==> src/rtl/ahcs_pkg.sv <==
// package: register map, field layout and encodings of the axis home sequencer
package ahcs_pkg;
	// register byte offsets
	localparam logic [7:0] AHCS_CTRL_OFS = 8'h00;
	localparam logic [7:0] AHCS_STAT_OFS = 8'h04;
	localparam logic [7:0] AHCS_SVEL_OFS = 8'h08;
	localparam logic [7:0] AHCS_FVEL_OFS = 8'h0c;
	localparam logic [7:0] AHCS_JVEL_OFS = 8'h10;
	localparam logic [7:0] AHCS_HOFS_OFS = 8'h14;
	localparam logic [7:0] AHCS_HPOS_OFS = 8'h18;
	localparam logic [7:0] AHCS_CPOS_OFS = 8'h1c;
	localparam logic [7:0] AHCS_APOS_OFS = 8'h20;
	localparam logic [7:0] AHCS_REQ_OFS = 8'h24;
	localparam logic [7:0] AHCS_REF_OFS = 8'h28;
	// ctrl field positions
	localparam int AHCS_C_HOME = 0;
	localparam int AHCS_C_EN = 1;
	localparam int AHCS_C_ABORT = 2;
	localparam int AHCS_C_JOGP = 3;
	localparam int AHCS_C_JOGM = 4;
	// status field positions
	localparam int AHCS_S_VALID = 0;
	localparam int AHCS_S_BUSY = 1;
	localparam int AHCS_S_CONFL = 2;
	localparam int AHCS_S_REFUSED = 3;
	localparam int AHCS_S_ABORTED = 4;
	localparam int AHCS_S_STEP = 8;
	localparam int AHCS_S_DIR = 12;
	localparam int AHCS_S_MOVING = 13;
	// motion request codes written to the request register
	localparam logic [3:0] AHCS_RQ_PROG = 4'h1;
	localparam logic [3:0] AHCS_RQ_VEL = 4'h2;
	localparam logic [3:0] AHCS_RQ_MOVE = 4'h3;
	localparam logic [3:0] AHCS_RQ_FORCE = 4'h4;
	localparam logic [3:0] AHCS_RQ_INCR = 4'h5;
	// reset values
	localparam logic [31:0] AHCS_CTRL_RST = 32'h0000_0000;
	localparam logic [31:0] AHCS_VEL_RST = 32'h0000_0000;
	// velocity source select
	typedef enum logic [1:0] {
		AHCS_V_NONE = 2'b00,
		AHCS_V_SEARCH = 2'b01,
		AHCS_V_FINAL = 2'b10,
		AHCS_V_JOG = 2'b11
	} ahcs_vsel_t;
	// home sequence steps
	typedef enum logic [3:0] {
		AHCS_IDLE = 4'b0000,
		AHCS_NEG_SRCH = 4'b0001,
		AHCS_STOP1 = 4'b0010,
		AHCS_POS_SRCH = 4'b0011,
		AHCS_STOP2 = 4'b0100,
		AHCS_NEG_FINAL = 4'b0101,
		AHCS_MARK_WAIT = 4'b0110,
		AHCS_STOP3 = 4'b0111,
		AHCS_OFS_MOVE = 4'b1000,
		AHCS_STOP4 = 4'b1001,
		AHCS_DONE = 4'b1010,
		AHCS_HALT = 4'b1011
	} ahcs_state_t;
	// motion command to the profile generator
	typedef struct packed {
		logic run;
		logic neg;
		logic jog_accel;
		ahcs_vsel_t vsel;
	} ahcs_motion_t;
	// inputs from the machine
	typedef struct packed {
		logic home_sw;
		logic marker;
		logic stopped;
		logic at_target;
	} ahcs_mach_t;
endpackage

==> src/rtl/ahcs_top.sv <==
// axis home cycle sequencer with motion interlocks and apb registers
//
// Operation
// - a home cycle starts on a rising edge of the find-home bit
// - find-home clears position-valid at once, until the cycle completes
// - abort halts the home cycle; position-valid stays cleared
// - motion programs are refused while position-valid is clear
// - open home switch means positive side, closed means negative side
// - switch 0 starts at step one; switch 1 starts at positive search
// - move negative at search speed until switch closes, then stop
// - move positive at search speed until switch opens, then stop
// - move negative at final speed past closing until marker latches
// - after the marker, decelerate to stop beyond the marker
// - move at jog speed by home offset from the reference, stop
// - at completion load both positions with home position, set valid
// - homing ramps use jog acceleration and jog acceleration mode
// - during active motion any other motion request flags an error
// - position increment is accepted any time without conflict error
// - stops and non-programmed moves use jog accel; feed hold programmed (here feed_hold_prog_accel_q stays low except one cycle after reset)
// - directional marker modes take the first marker in direction
//
// Added by the designer: the placing of the registers and the APB slave port.
`timescale 1ns/1ps
`default_nettype none
module ahcs_top
	import ahcs_pkg::*;
(
	// clock and reset
	input wire logic pclk,
	input wire logic presetn,
	// apb slave
	input wire logic psel,
	input wire logic penable,
	input wire logic pwrite,
	input wire logic [7:0] paddr,
	input wire logic [31:0] pwdata,
	output logic [31:0] prdata,
	output logic pready,
	output logic pslverr,
	// machine pins and profile generator feedback
	input wire logic home_sw_in,
	input wire logic marker_in,
	input wire logic stopped_in,
	input wire logic at_target_in,
	// command to the profile generator
	output ahcs_motion_t motion_q,
	output logic [31:0] target_q,
	output logic feed_hold_prog_accel_q
);

	// --------------------------------------------------------------
	// input synchronisers
	// --------------------------------------------------------------
	ahcs_mach_t meta_q, mach_q;
	always_ff @(posedge pclk or negedge presetn) begin
		if (!presetn) begin
			meta_q <= '0;
			mach_q <= '0;
		end else begin
			meta_q <= {home_sw_in, marker_in, stopped_in, at_target_in};
			mach_q <= meta_q;
		end
	end
	logic marker_d1_q;
	always_ff @(posedge pclk or negedge presetn) begin
		if (!presetn)
			marker_d1_q <= 1'b0;
		else
			marker_d1_q <= mach_q.marker;
	end
	logic marker_rise;
	assign marker_rise = mach_q.marker & ~marker_d1_q;

	// --------------------------------------------------------------
	// apb decode
	// --------------------------------------------------------------
	logic acc, wr;
	assign acc = psel & penable & pready;
	assign wr = acc & pwrite;
	logic [31:0] ctrl_q, svel_q, fvel_q, jvel_q, hofs_q, hpos_q;
	logic [31:0] cpos_q, apos_q, ref_q;
	logic valid_q, confl_q, refused_q, aborted_q;
	ahcs_state_t st_q;

	always_ff @(posedge pclk or negedge presetn) begin
		if (!presetn) begin
			ctrl_q <= AHCS_CTRL_RST;
			svel_q <= AHCS_VEL_RST;
			fvel_q <= AHCS_VEL_RST;
			jvel_q <= AHCS_VEL_RST;
			hofs_q <= AHCS_VEL_RST;
			hpos_q <= AHCS_VEL_RST;
		end else if (wr) begin
			case (paddr)
			AHCS_CTRL_OFS: ctrl_q <= pwdata;
			AHCS_SVEL_OFS: svel_q <= pwdata;
			AHCS_FVEL_OFS: fvel_q <= pwdata;
			AHCS_JVEL_OFS: jvel_q <= pwdata;
			AHCS_HOFS_OFS: hofs_q <= pwdata;
			AHCS_HPOS_OFS: hpos_q <= pwdata;
			default: ;
			endcase
		end
	end

	logic mapped;
	always_comb begin
		case (paddr)
		AHCS_CTRL_OFS, AHCS_STAT_OFS, AHCS_SVEL_OFS, AHCS_FVEL_OFS,
		AHCS_JVEL_OFS, AHCS_HOFS_OFS, AHCS_HPOS_OFS, AHCS_CPOS_OFS,
		AHCS_APOS_OFS, AHCS_REQ_OFS, AHCS_REF_OFS: mapped = 1'b1;
		default: mapped = 1'b0;
		endcase
	end

	logic [31:0] stat;
	always_comb begin
		stat = '0;
		stat[AHCS_S_VALID] = valid_q;
		stat[AHCS_S_BUSY] = (st_q != AHCS_IDLE);
		stat[AHCS_S_CONFL] = confl_q;
		stat[AHCS_S_REFUSED] = refused_q;
		stat[AHCS_S_ABORTED] = aborted_q;
		stat[AHCS_S_STEP +: 4] = st_q;
		stat[AHCS_S_DIR] = motion_q.neg;
		stat[AHCS_S_MOVING] = motion_q.run;
	end

	// one wait state: pready rises in the second access cycle
	always_ff @(posedge pclk or negedge presetn) begin
		if (!presetn) begin
			pready <= 1'b0;
			prdata <= '0;
			pslverr <= 1'b0;
		end else begin
			pready <= psel & penable & ~pready;
			pslverr <= psel & penable & ~pready & ~mapped;
			if (psel & penable & ~pready & ~pwrite) begin
				case (paddr)
				AHCS_CTRL_OFS: prdata <= ctrl_q;
				AHCS_STAT_OFS: prdata <= stat;
				AHCS_SVEL_OFS: prdata <= svel_q;
				AHCS_FVEL_OFS: prdata <= fvel_q;
				AHCS_JVEL_OFS: prdata <= jvel_q;
				AHCS_HOFS_OFS: prdata <= hofs_q;
				AHCS_HPOS_OFS: prdata <= hpos_q;
				AHCS_CPOS_OFS: prdata <= cpos_q;
				AHCS_APOS_OFS: prdata <= apos_q;
				AHCS_REF_OFS: prdata <= ref_q;
				default: prdata <= '0;
				endcase
			end
		end
	end

	// --------------------------------------------------------------
	// command bits
	// --------------------------------------------------------------
	logic home_bit, en_bit, abort_bit, jog_bit, home_prev_q, home_rise;
	assign home_bit = ctrl_q[AHCS_C_HOME];
	assign en_bit = ctrl_q[AHCS_C_EN];
	assign abort_bit = ctrl_q[AHCS_C_ABORT];
	assign jog_bit = ctrl_q[AHCS_C_JOGP] ^ ctrl_q[AHCS_C_JOGM];
	always_ff @(posedge pclk or negedge presetn) begin
		if (!presetn)
			home_prev_q <= 1'b0;
		else
			home_prev_q <= home_bit;
	end
	assign home_rise = home_bit & ~home_prev_q;

	// --------------------------------------------------------------
	// home sequence
	// --------------------------------------------------------------
	logic start_home, kill;
	assign kill = abort_bit | ~en_bit;
	assign start_home = home_rise & (st_q == AHCS_IDLE) & en_bit & ~abort_bit;

	always_ff @(posedge pclk or negedge presetn) begin
		if (!presetn) begin
			st_q <= AHCS_IDLE;
		end else if (st_q != AHCS_IDLE && st_q != AHCS_HALT && kill) begin
			st_q <= AHCS_HALT;
		end else begin
			case (st_q)
			AHCS_IDLE:
				if (start_home)
					st_q <= mach_q.home_sw ? AHCS_POS_SRCH
						: AHCS_NEG_SRCH;
			AHCS_NEG_SRCH:
				if (mach_q.home_sw)
					st_q <= AHCS_STOP1;
			AHCS_STOP1:
				if (mach_q.stopped)
					st_q <= AHCS_POS_SRCH;
			AHCS_POS_SRCH:
				if (!mach_q.home_sw)
					st_q <= AHCS_STOP2;
			AHCS_STOP2:
				if (mach_q.stopped)
					st_q <= AHCS_NEG_FINAL;
			AHCS_NEG_FINAL:
				if (mach_q.home_sw)
					st_q <= AHCS_MARK_WAIT;
			AHCS_MARK_WAIT:
				if (marker_rise)
					st_q <= AHCS_STOP3;
			AHCS_STOP3:
				if (mach_q.stopped)
					st_q <= AHCS_OFS_MOVE;
			AHCS_OFS_MOVE:
				if (mach_q.at_target)
					st_q <= AHCS_STOP4;
			AHCS_STOP4:
				if (mach_q.stopped)
					st_q <= AHCS_DONE;
			AHCS_DONE:
				st_q <= AHCS_IDLE;
			AHCS_HALT:
				if (mach_q.stopped)
					st_q <= AHCS_IDLE;
			default:
				st_q <= AHCS_IDLE;
			endcase
		end
	end

	// reference latch and status positions
	always_ff @(posedge pclk or negedge presetn) begin
		if (!presetn)
			ref_q <= '0;
		else if (st_q == AHCS_MARK_WAIT && marker_rise)
			ref_q <= apos_q;
	end

	always_ff @(posedge pclk or negedge presetn) begin
		if (!presetn) begin
			cpos_q <= '0;
			apos_q <= '0;
		end else if (st_q == AHCS_DONE && !kill) begin
			cpos_q <= hpos_q;
			apos_q <= hpos_q;
		end
	end

	always_ff @(posedge pclk or negedge presetn) begin
		if (!presetn)
			valid_q <= 1'b0;
		else if (home_rise || st_q == AHCS_HALT)
			valid_q <= 1'b0;
		else if (st_q == AHCS_DONE && !kill)
			valid_q <= 1'b1;
	end

	always_ff @(posedge pclk or negedge presetn) begin
		if (!presetn)
			aborted_q <= 1'b0;
		else if (st_q != AHCS_IDLE && st_q != AHCS_HALT && kill)
			aborted_q <= 1'b1;
		else if (start_home)
			aborted_q <= 1'b0;
	end

	// --------------------------------------------------------------
	// motion command
	// --------------------------------------------------------------
	always_ff @(posedge pclk or negedge presetn) begin
		if (!presetn) begin
			motion_q <= '0;
			target_q <= '0;
		end else begin
			motion_q.jog_accel <= 1'b1;
			motion_q.run <= 1'b0;
			motion_q.neg <= 1'b0;
			motion_q.vsel <= AHCS_V_NONE;
			target_q <= '0;
			case (st_q)
			AHCS_NEG_SRCH: begin
				motion_q.run <= 1'b1;
				motion_q.neg <= 1'b1;
				motion_q.vsel <= AHCS_V_SEARCH;
			end
			AHCS_POS_SRCH: begin
				motion_q.run <= 1'b1;
				motion_q.vsel <= AHCS_V_SEARCH;
			end
			AHCS_NEG_FINAL, AHCS_MARK_WAIT: begin
				motion_q.run <= 1'b1;
				motion_q.neg <= 1'b1;
				motion_q.vsel <= AHCS_V_FINAL;
			end
			AHCS_OFS_MOVE: begin
				motion_q.run <= 1'b1;
				motion_q.vsel <= AHCS_V_JOG;
				target_q <= ref_q + hofs_q;
			end
			default: ;
			endcase
		end
	end

	// feed hold flag is the registered inverse of jog_accel, so it is high for one cycle after reset, then stays low
	always_ff @(posedge pclk or negedge presetn) begin
		if (!presetn)
			feed_hold_prog_accel_q <= 1'b0;
		else
			feed_hold_prog_accel_q <= ~motion_q.jog_accel;
	end

	// --------------------------------------------------------------
	// motion request interlocks
	// --------------------------------------------------------------
	logic req_wr, active;
	logic [3:0] req_code;
	assign req_wr = wr && paddr == AHCS_REQ_OFS;
	assign req_code = pwdata[3:0];
	assign active = (st_q != AHCS_IDLE) | jog_bit;

	always_ff @(posedge pclk or negedge presetn) begin
		if (!presetn)
			confl_q <= 1'b0;
		else if (req_wr && active && req_code != AHCS_RQ_INCR)
			confl_q <= 1'b1;
		else if (wr && paddr == AHCS_STAT_OFS && pwdata[AHCS_S_CONFL])
			confl_q <= 1'b0;
	end

	always_ff @(posedge pclk or negedge presetn) begin
		if (!presetn)
			refused_q <= 1'b0;
		else if (req_wr && req_code == AHCS_RQ_PROG && !valid_q)
			refused_q <= 1'b1;
		else if (wr && paddr == AHCS_STAT_OFS && pwdata[AHCS_S_REFUSED])
			refused_q <= 1'b0;
	end

	// --------------------------------------------------------------
	// checks
	// --------------------------------------------------------------
	valid_clr_a: assert property (@(posedge pclk) disable iff (!presetn)
		home_rise |=> !valid_q) else $error("valid not cleared");
	valid_busy_a: assert property (@(posedge pclk) disable iff (!presetn)
		st_q != AHCS_IDLE |-> !valid_q) else $error("valid while busy");
	start_dir_a: assert property (@(posedge pclk) disable iff (!presetn)
		start_home |=> st_q == ($past(mach_q.home_sw) ? AHCS_POS_SRCH
		: AHCS_NEG_SRCH)) else $error("wrong start step");
	abort_halt_a: assert property (@(posedge pclk) disable iff (!presetn)
		(st_q != AHCS_IDLE && st_q != AHCS_HALT && abort_bit) |=> st_q == AHCS_HALT)
		else $error("abort ignored");
	done_load_a: assert property (@(posedge pclk) disable iff (!presetn)
		(st_q == AHCS_DONE && !kill) |=> valid_q == !$past(home_rise)
		&& cpos_q == $past(hpos_q) && apos_q == $past(hpos_q))
		else $error("completion load wrong");
	prog_ref_a: assert property (@(posedge pclk) disable iff (!presetn)
		(req_wr && req_code == AHCS_RQ_PROG && !valid_q) |=> refused_q)
		else $error("program not refused");
	incr_ok_a: assert property (@(posedge pclk) disable iff (!presetn)
		(req_wr && req_code == AHCS_RQ_INCR && !confl_q) |=> !confl_q)
		else $error("increment flagged");
endmodule
`default_nettype wire

==> config.mk <==
export PLATFORM = sky130hd
export DESIGN_NAME = ahcs_top
export DESIGN_NICKNAME = d
export VERILOG_FILES = /design/src/rtl/ahcs_pkg.sv /design/src/rtl/ahcs_top.sv
export SDC_FILE = /design/constraint.sdc
export NUM_CORES = 1
export LEC_CHECK = 0
export BUFFER_PORTS_ARGS = -buffer_cell sky130_fd_sc_hd__buf_2
export CAP_MARGIN = 25
export CORE_ASPECT_RATIO = 1.75
export CORE_MARGIN = 2
export CORE_UTILIZATION = 53
export DETAILED_ROUTE_END_ITERATION = 8
export MAX_ROUTING_LAYER = met4
export PLACE_DENSITY = 0.73
export SETUP_SLACK_MARGIN = 0.15
export SLEW_MARGIN = 40
export SYNTH_ARGS = -nofsm -noshare
export SYNTH_HDL_FRONTEND = slang
export SYNTH_SLANG_ARGS = --single-unit
==> constraint.sdc <==
create_clock -name pclk -period 4.2 [get_ports pclk]
set_clock_uncertainty 0.15 [all_clocks]
set_input_delay 0.42 -clock pclk [delete_from_list [all_inputs] [get_ports pclk]]
set_output_delay 0.42 -clock pclk [all_outputs]
set_load 0.03 [all_outputs]
## After elaboration in Yosys (flattened, before gate mapping)

Index checks and enable logic that the tools add are counted.
Widths: inputs -> output; s select.

- Register bits after elaboration: 346
- Input port bits: 49
- Output and inout bits: 72
- Logic and storage cells: 153

- $add $sub $neg: 1
- Equality and inequality tests: 35
- Muxes and demuxes: 28
- Bitwise gates (word level): 22
- Reductions and logical operators: 35

Operator list:

| operator | count |
|---|---|
| $pmux 32 s9 | 1 |
| $mux 4 | 12 |
| $pmux 4 s11 | 1 |
| $add 32x32->32 | 1 |
| $eq 8x5->1 const B | 4 |
| $mux 32 | 1 |
| $eq 8x6->1 const B | 3 |
| $ne 3x3->1 const B | 8 |
| $eq 4x3->1 const B | 4 |
| $eq 4x4->1 const B | 4 |
| $eq 8x4->1 const B | 2 |
| $logic_and 1x1->1 | 12 |
| $reduce_and 2->1 | 6 |
| $and 1x1->1 | 11 |
| $mux 1 | 11 |
| $reduce_and 11->1 | 1 |
| $reduce_or 11->1 | 1 |
| $ne 3x2->1 const B | 3 |
| $eq 4x1->1 const B | 2 |
| $eq 4x2->1 const B | 2 |
| $eq 8x3->1 const B | 1 |
| $logic_not 8->1 | 1 |
| $not 1->1 | 8 |
| $reduce_bool 2->1 | 4 |
| 13 further kinds | 17 |

## Depth between registers and ports, before layout

- Word-level depth: 8
- Mapped depth: 10
- Gate-level depth less buffers: 10

## Worst setup path after synthesis

Ideal clock, no wire load.

- Kind: register to register
- From: register hofs_q[0]
- To: register target_q[30]
- Setup time: 0.124 ns
- Data arrival time: 2.230 ns
- Required time: 3.926 ns
- Slack: 1.696 ns
- Cell stages (with the launch flop): 11
- Buffers on the path: 0
- Period minus slack after synthesis: 2.504 ns
- Cells stage by stage: dfrtp_1 -> ha_1 -> inv_1 -> fa_1 -> and2b_1 -> o2111ai_1 -> and2_1 -> o311a_1 -> o21ai_2 -> nor3_1 -> a211o_1

- Word-level cells in the longest chain between the ends: 2

Ends and longest elaborated chain:

| what | line | RTL |
|---|---|---|
| from (decl) | ahcs_top.sv:80 | `logic [31:0] ctrl_q, svel_q, fvel_q, jvel_q, hofs_q, hpos_q;` |
| from (signal assigned) | ahcs_top.sv:99 | `AHCS_HOFS_OFS: hofs_q <= pwdata;` |
| $add 32x32->32 | ahcs_top.sv:295 | `target_q <= ref_q + hofs_q;` |
| $mux 32 | ahcs_top.sv:277 | `case (st_q)` |
| to (signal assigned) | ahcs_top.sv:295 |  |
| to (decl) | ahcs_top.sv:47 | `output logic [31:0] target_q,` |

Every way passes these cells.
A chain may end at the register's enable or synchronous reset.

## Final worst setup path

Ends and elaborated chain as after synthesis.

==> implementation parameters <==
Parameter                              Value

Run status
  Status ... complete, no violations

Placed design
  HPWL after detailed placement ... 35.11 mm
  Total placed instance area ... 17650 um^2
  Placed insts ... 1859
  Placer Congestion ... 0.9335
  IO buf count ... 120

STA
  Fin Setup TNS ... 0 ns
  Total count of hold-check failures in the final report ... 0
  Fin. max-slew vios ... 0
  RSZ-0062 raised after global routing ... no
  Relative slew slack ... 0.4616
  Highest achievable clock rate ... 335.0 MHz
  Transition at the pin with the smallest max-transition slack ... 0.8014 ns
  Setup violations, final ... 0
  Share of the clock period used by the worst path ... 0.7106
  Post-layout minimum cycle time ... 2.985 ns
  Minimum hold slack ... 0.01517 ns

Global route
  Residual overflow from global routing ... 0
  Largest net degree at the start of global routing ... 97
  Vias in the first global route ... 13060
  Initial antenna violation count ... 0
  GRT Resource Usage Total ... 0.3225
  Global-route wire length before repair ... 76.99 mm

Layout
  Final standard cell count with taps included and fillers excluded ... 1928
  Filler cell count in the final layout ... 2479
  Cell area after layout ... 18770 um^2
  Area of the multi-input gates ... 7497 um^2
  Layout overhead on the synthesized area ... 12.76%
  Final Util ... 0.6087
  Share of post-route cells with drive strength above 1 ... 0.3118
  Final nets ... 1596
  Footprint of the flip-flops and latches ... 8660 um^2

Worst setup path
  Critical path data arrival time ... 3.31 ns
  Worst flop-to-flop path startpoint ... hofs_q[0]$_DFFE_PN0P_
  Crit Reg-Reg Endpoint ... target_q[30]$_DFF_PN0_
  Nature of the critical path startpoint ... flip-flop
  Count of cells along the worst register-to-register path ... 10
  Crit path capture type ... flip-flop
  Setup slack, reg-to-reg ... 1.22 ns
  Endpoint required time on the critical path ... 4.52 ns
  Critical setup path kind ... reg2reg
  Max Fanout on Critical Path ... 4

Floorplan
  Width of the die ... 138.0 um
  Number of I/O pins ... 121
  Core Rows ... 85
  Overall die area ... 32900 um^2
  Initial cell density of the core ... 0.5398
  Area of the core ... 30840 um^2
  Die outline height ... 238.5 um

Routing
  # DRC ... 0
  Detailed-route wire length per cell ... 26.08 um
  Vias after detailed routing ... 12550
  Detailed-router iteration count before antenna repair ... 7
  Drt via density ... 6.507
  Antenna-violating nets left ... 0
  Starting DRC count in detailed routing ... 1226
  Drt total wl ... 50.29 mm

Synthesis
  Count of unique library cells instantiated by Yosys ... 77
  Ys async rst share ... 1.000
  Post-synthesis sequential area ratio ... 0.5201
  Commonest register cell after synthesis ... sky130_fd_sc_hd__dfrtp_1
  Combined area of all synthesized cells ... 16650 um^2
  Synthesized flop and latch total ... 346
  Post-synth EDFFs ... 0
  Post-Syn Area per Cell ... 11.93 um^2
  Synth warnings ... 0
  Post-synth net total ... 1476
  Mapped Cells ... 1395

Power and ir drop
  Switching Power ... 1856 uW
  Sequential share of power ... 0.506
  Power per standard cell area ... 373.4 nW/um^2
  Internal power contribution ... 5153 uW
  Static Leakage ... 0.009093 uW
  Largest vdd supply drop ... 500.8 uV
  Share of power burned in the clock network ... 0.392
  Gate power share ... 0.102
  Net Sw Frac ... 0.2648

Worst hold path
  Start point of the worst hold path ... pwdata[13]
  Hold Path Stages ... 2
  Hold-critical path endpoint ... hpos_q[13]$_DFFE_PN0P_
  Min-delay worst type ... in2reg

Clock tree
  Postcts setup bufs ... 0
  CTS tree ... built
  Root Driver ... sky130_fd_sc_hd__clkbuf_16
  TritonCTS buffer count ... 31
  CTS sink count ... 346
  H-Tree Level Count ... 1
  Post-CTS resize count ... 0
  CTS clock-pin slew for the worst setup and hold paths ... 0.07 ns
  Maximum count of clock buffers along a single path ... 3
  Clock network latency to the later pin of the worst-skew pair ... 0.58 ns

Run
  Max_cap viols ... 0
cells by family after synthesis:
family	after synthesis	synth area share
flip-flops	346	0.5201
AO/OA/AOI/OAI	325	0.1353
AND/OR/NAND/NOR	287	0.08507
multiplexers	286	0.1928
buffers and inverters	99	0.03202
adder cells (fa/ha/maj)	32	0.02450
XOR/XNOR	19	0.009996
other	1	0.0002252
power groups by stage:
stage,Sequential (uW),Combinational [uW],Clock [uW]
after floorplan,3640,341,0
after global placement,3600,692,0
after detailed placement,3600,699,0
after CTS,3540,711,2790
after global routing,3560,775,2920
final,3540,715,2750
sequential cells by signal, indices dropped and copies added (netlist names), 4 cells and up:
signal    flops
prdata       32
hofs_q       32
jvel_q       32
fvel_q       32
ctrl_q       32
motion_q      5
apos_q       32
st_q          4
ref_q        32
svel_q       32
target_q     32
mach_q        4
hpos_q       32
meta_q        4
cell usage after synthesis, drive strengths merged, types with 9 or more instances:
cell    number  area (um^2)
nand2       77        291.5
a22oi       34        255.2
nor2b       12        77.58
a31oi       25        162.6
nor3        25        161.4
nand3       21        105.1
a21o        19        142.6
a21oi       72        364.1
a22o        14        123.9
ha          31        387.9
xnor2       10        87.58
a221oi      25        225.2
o21a        10        75.07
nor2        96        370.4
buf         50        349.1
o21ai       46        234.0
dfrtp      346         8658
xor2         9        78.83
a222oi      13        130.1
o22ai       17        106.4
nand4       10        62.56
and3         9        56.30
clkbuf      35        131.4
mux2i       26        260.3
mux2       258         2905
inv         14        52.55
layer usage:
metal | wire length, um | GRT usage
met5 | 0 | -
met2 | 25800 | 0.5407
met4 | 3115 | 0.1793
met3 | 2981 | 0.04483
met1 | 18390 | 0.3676
area by class of cell:
type	instances	share of cell area
flip-flops and latches	346	0.4613
multi-input cells	950	0.3994
repair buffers	172	0.05945
clock buffers	47	0.04719
well taps	391	0.02606
clock inverters	7	0.003732
inverters	14	0.002799
diodes	1	0.0001333
per-stage QoR:
step                power [uW]  setup slack [ns]
floorplan                 3986             1.696
global placement          4291             1.199
detailed placement        4301             1.194
CTS                       7041             1.232
global route              7247            0.9689
finish                    7009             1.215
cell usage in the layout, fill, tap and decap left out, drive strengths merged, types with 4 or more instances in the layout:
| cell | Yosys | final |
|---|---|---|
| dfrtp | 346 | 346 |
| mux2 | 258 | 258 |
| buf | 50 | 159 |
| nor2 | 96 | 96 |
| nand2 | 77 | 77 |
| a21oi | 72 | 72 |
| clkbuf | 35 | 47 |
| o21ai | 46 | 46 |
| a22oi | 34 | 34 |
| ha | 31 | 31 |
| mux2i | 26 | 26 |
| a221oi | 25 | 25 |
| a31oi | 25 | 25 |
| nor3 | 25 | 25 |
| nand3 | 21 | 21 |
| a21o | 19 | 19 |
| o22ai | 17 | 17 |
| inv | 14 | 16 |
| a22o | 14 | 14 |
| a222oi | 13 | 13 |
| dlygate4sd3 | 0 | 13 |
| nor2b | 12 | 12 |
| nand4 | 10 | 10 |
| o21a | 10 | 10 |
| xnor2 | 10 | 10 |
| and3 | 9 | 9 |
| xor2 | 9 | 9 |
| nand2b | 7 | 7 |
| and2 | 7 | 7 |
| o2111ai | 6 | 6 |
| a211o | 6 | 6 |
| nor4 | 6 | 6 |
| a211oi | 5 | 5 |
| o22a | 5 | 5 |
| or3 | 5 | 5 |
| o21bai | 4 | 4 |
| nor3b | 4 | 4 |
| o31a | 4 | 4 |
how the worst max path moves through the flow:
stage                                from                     end  slack [ns]  depth (start not counted)
finish              hofs_q[0]$_DFFE_PN0P_  target_q[30]$_DFF_PN0_        1.22                         10
detailed placement               paddr[2]  prdata[25]$_DFFE_PN0P_        1.19                          8
global placement                 paddr[2]  prdata[25]$_DFFE_PN0P_        1.20                          8
floorplan           hofs_q[0]$_DFFE_PN0P_  target_q[30]$_DFF_PN0_        1.70                         10
CTS                 hofs_q[0]$_DFFE_PN0P_  target_q[20]$_DFF_PN0_        1.23                         10
global route         ref_q[0]$_DFFE_PN0P_  target_q[20]$_DFF_PN0_        0.97                         10
critical path, stage by stage (launching register included):
cell                        delay (ns)
sky130_fd_sc_hd__dfrtp_1          0.37
sky130_fd_sc_hd__ha_1             0.28
sky130_fd_sc_hd__inv_1            0.09
sky130_fd_sc_hd__fa_1             0.38
sky130_fd_sc_hd__and2b_1          0.24
sky130_fd_sc_hd__o2111ai_1        0.14
sky130_fd_sc_hd__and2_1           0.21
sky130_fd_sc_hd__o311a_1          0.41
sky130_fd_sc_hd__o21ai_2          0.29
sky130_fd_sc_hd__nor3_1           0.09
sky130_fd_sc_hd__a211o_1          0.23
timing repair:
action | 4_1_cts | 5_1_grt
endpoints found under the hold margin | 130 | 0
endpoints found under the setup margin | 0 | 0
hold buffers | 13 | 0
Power figures use the tool's default switching activity.
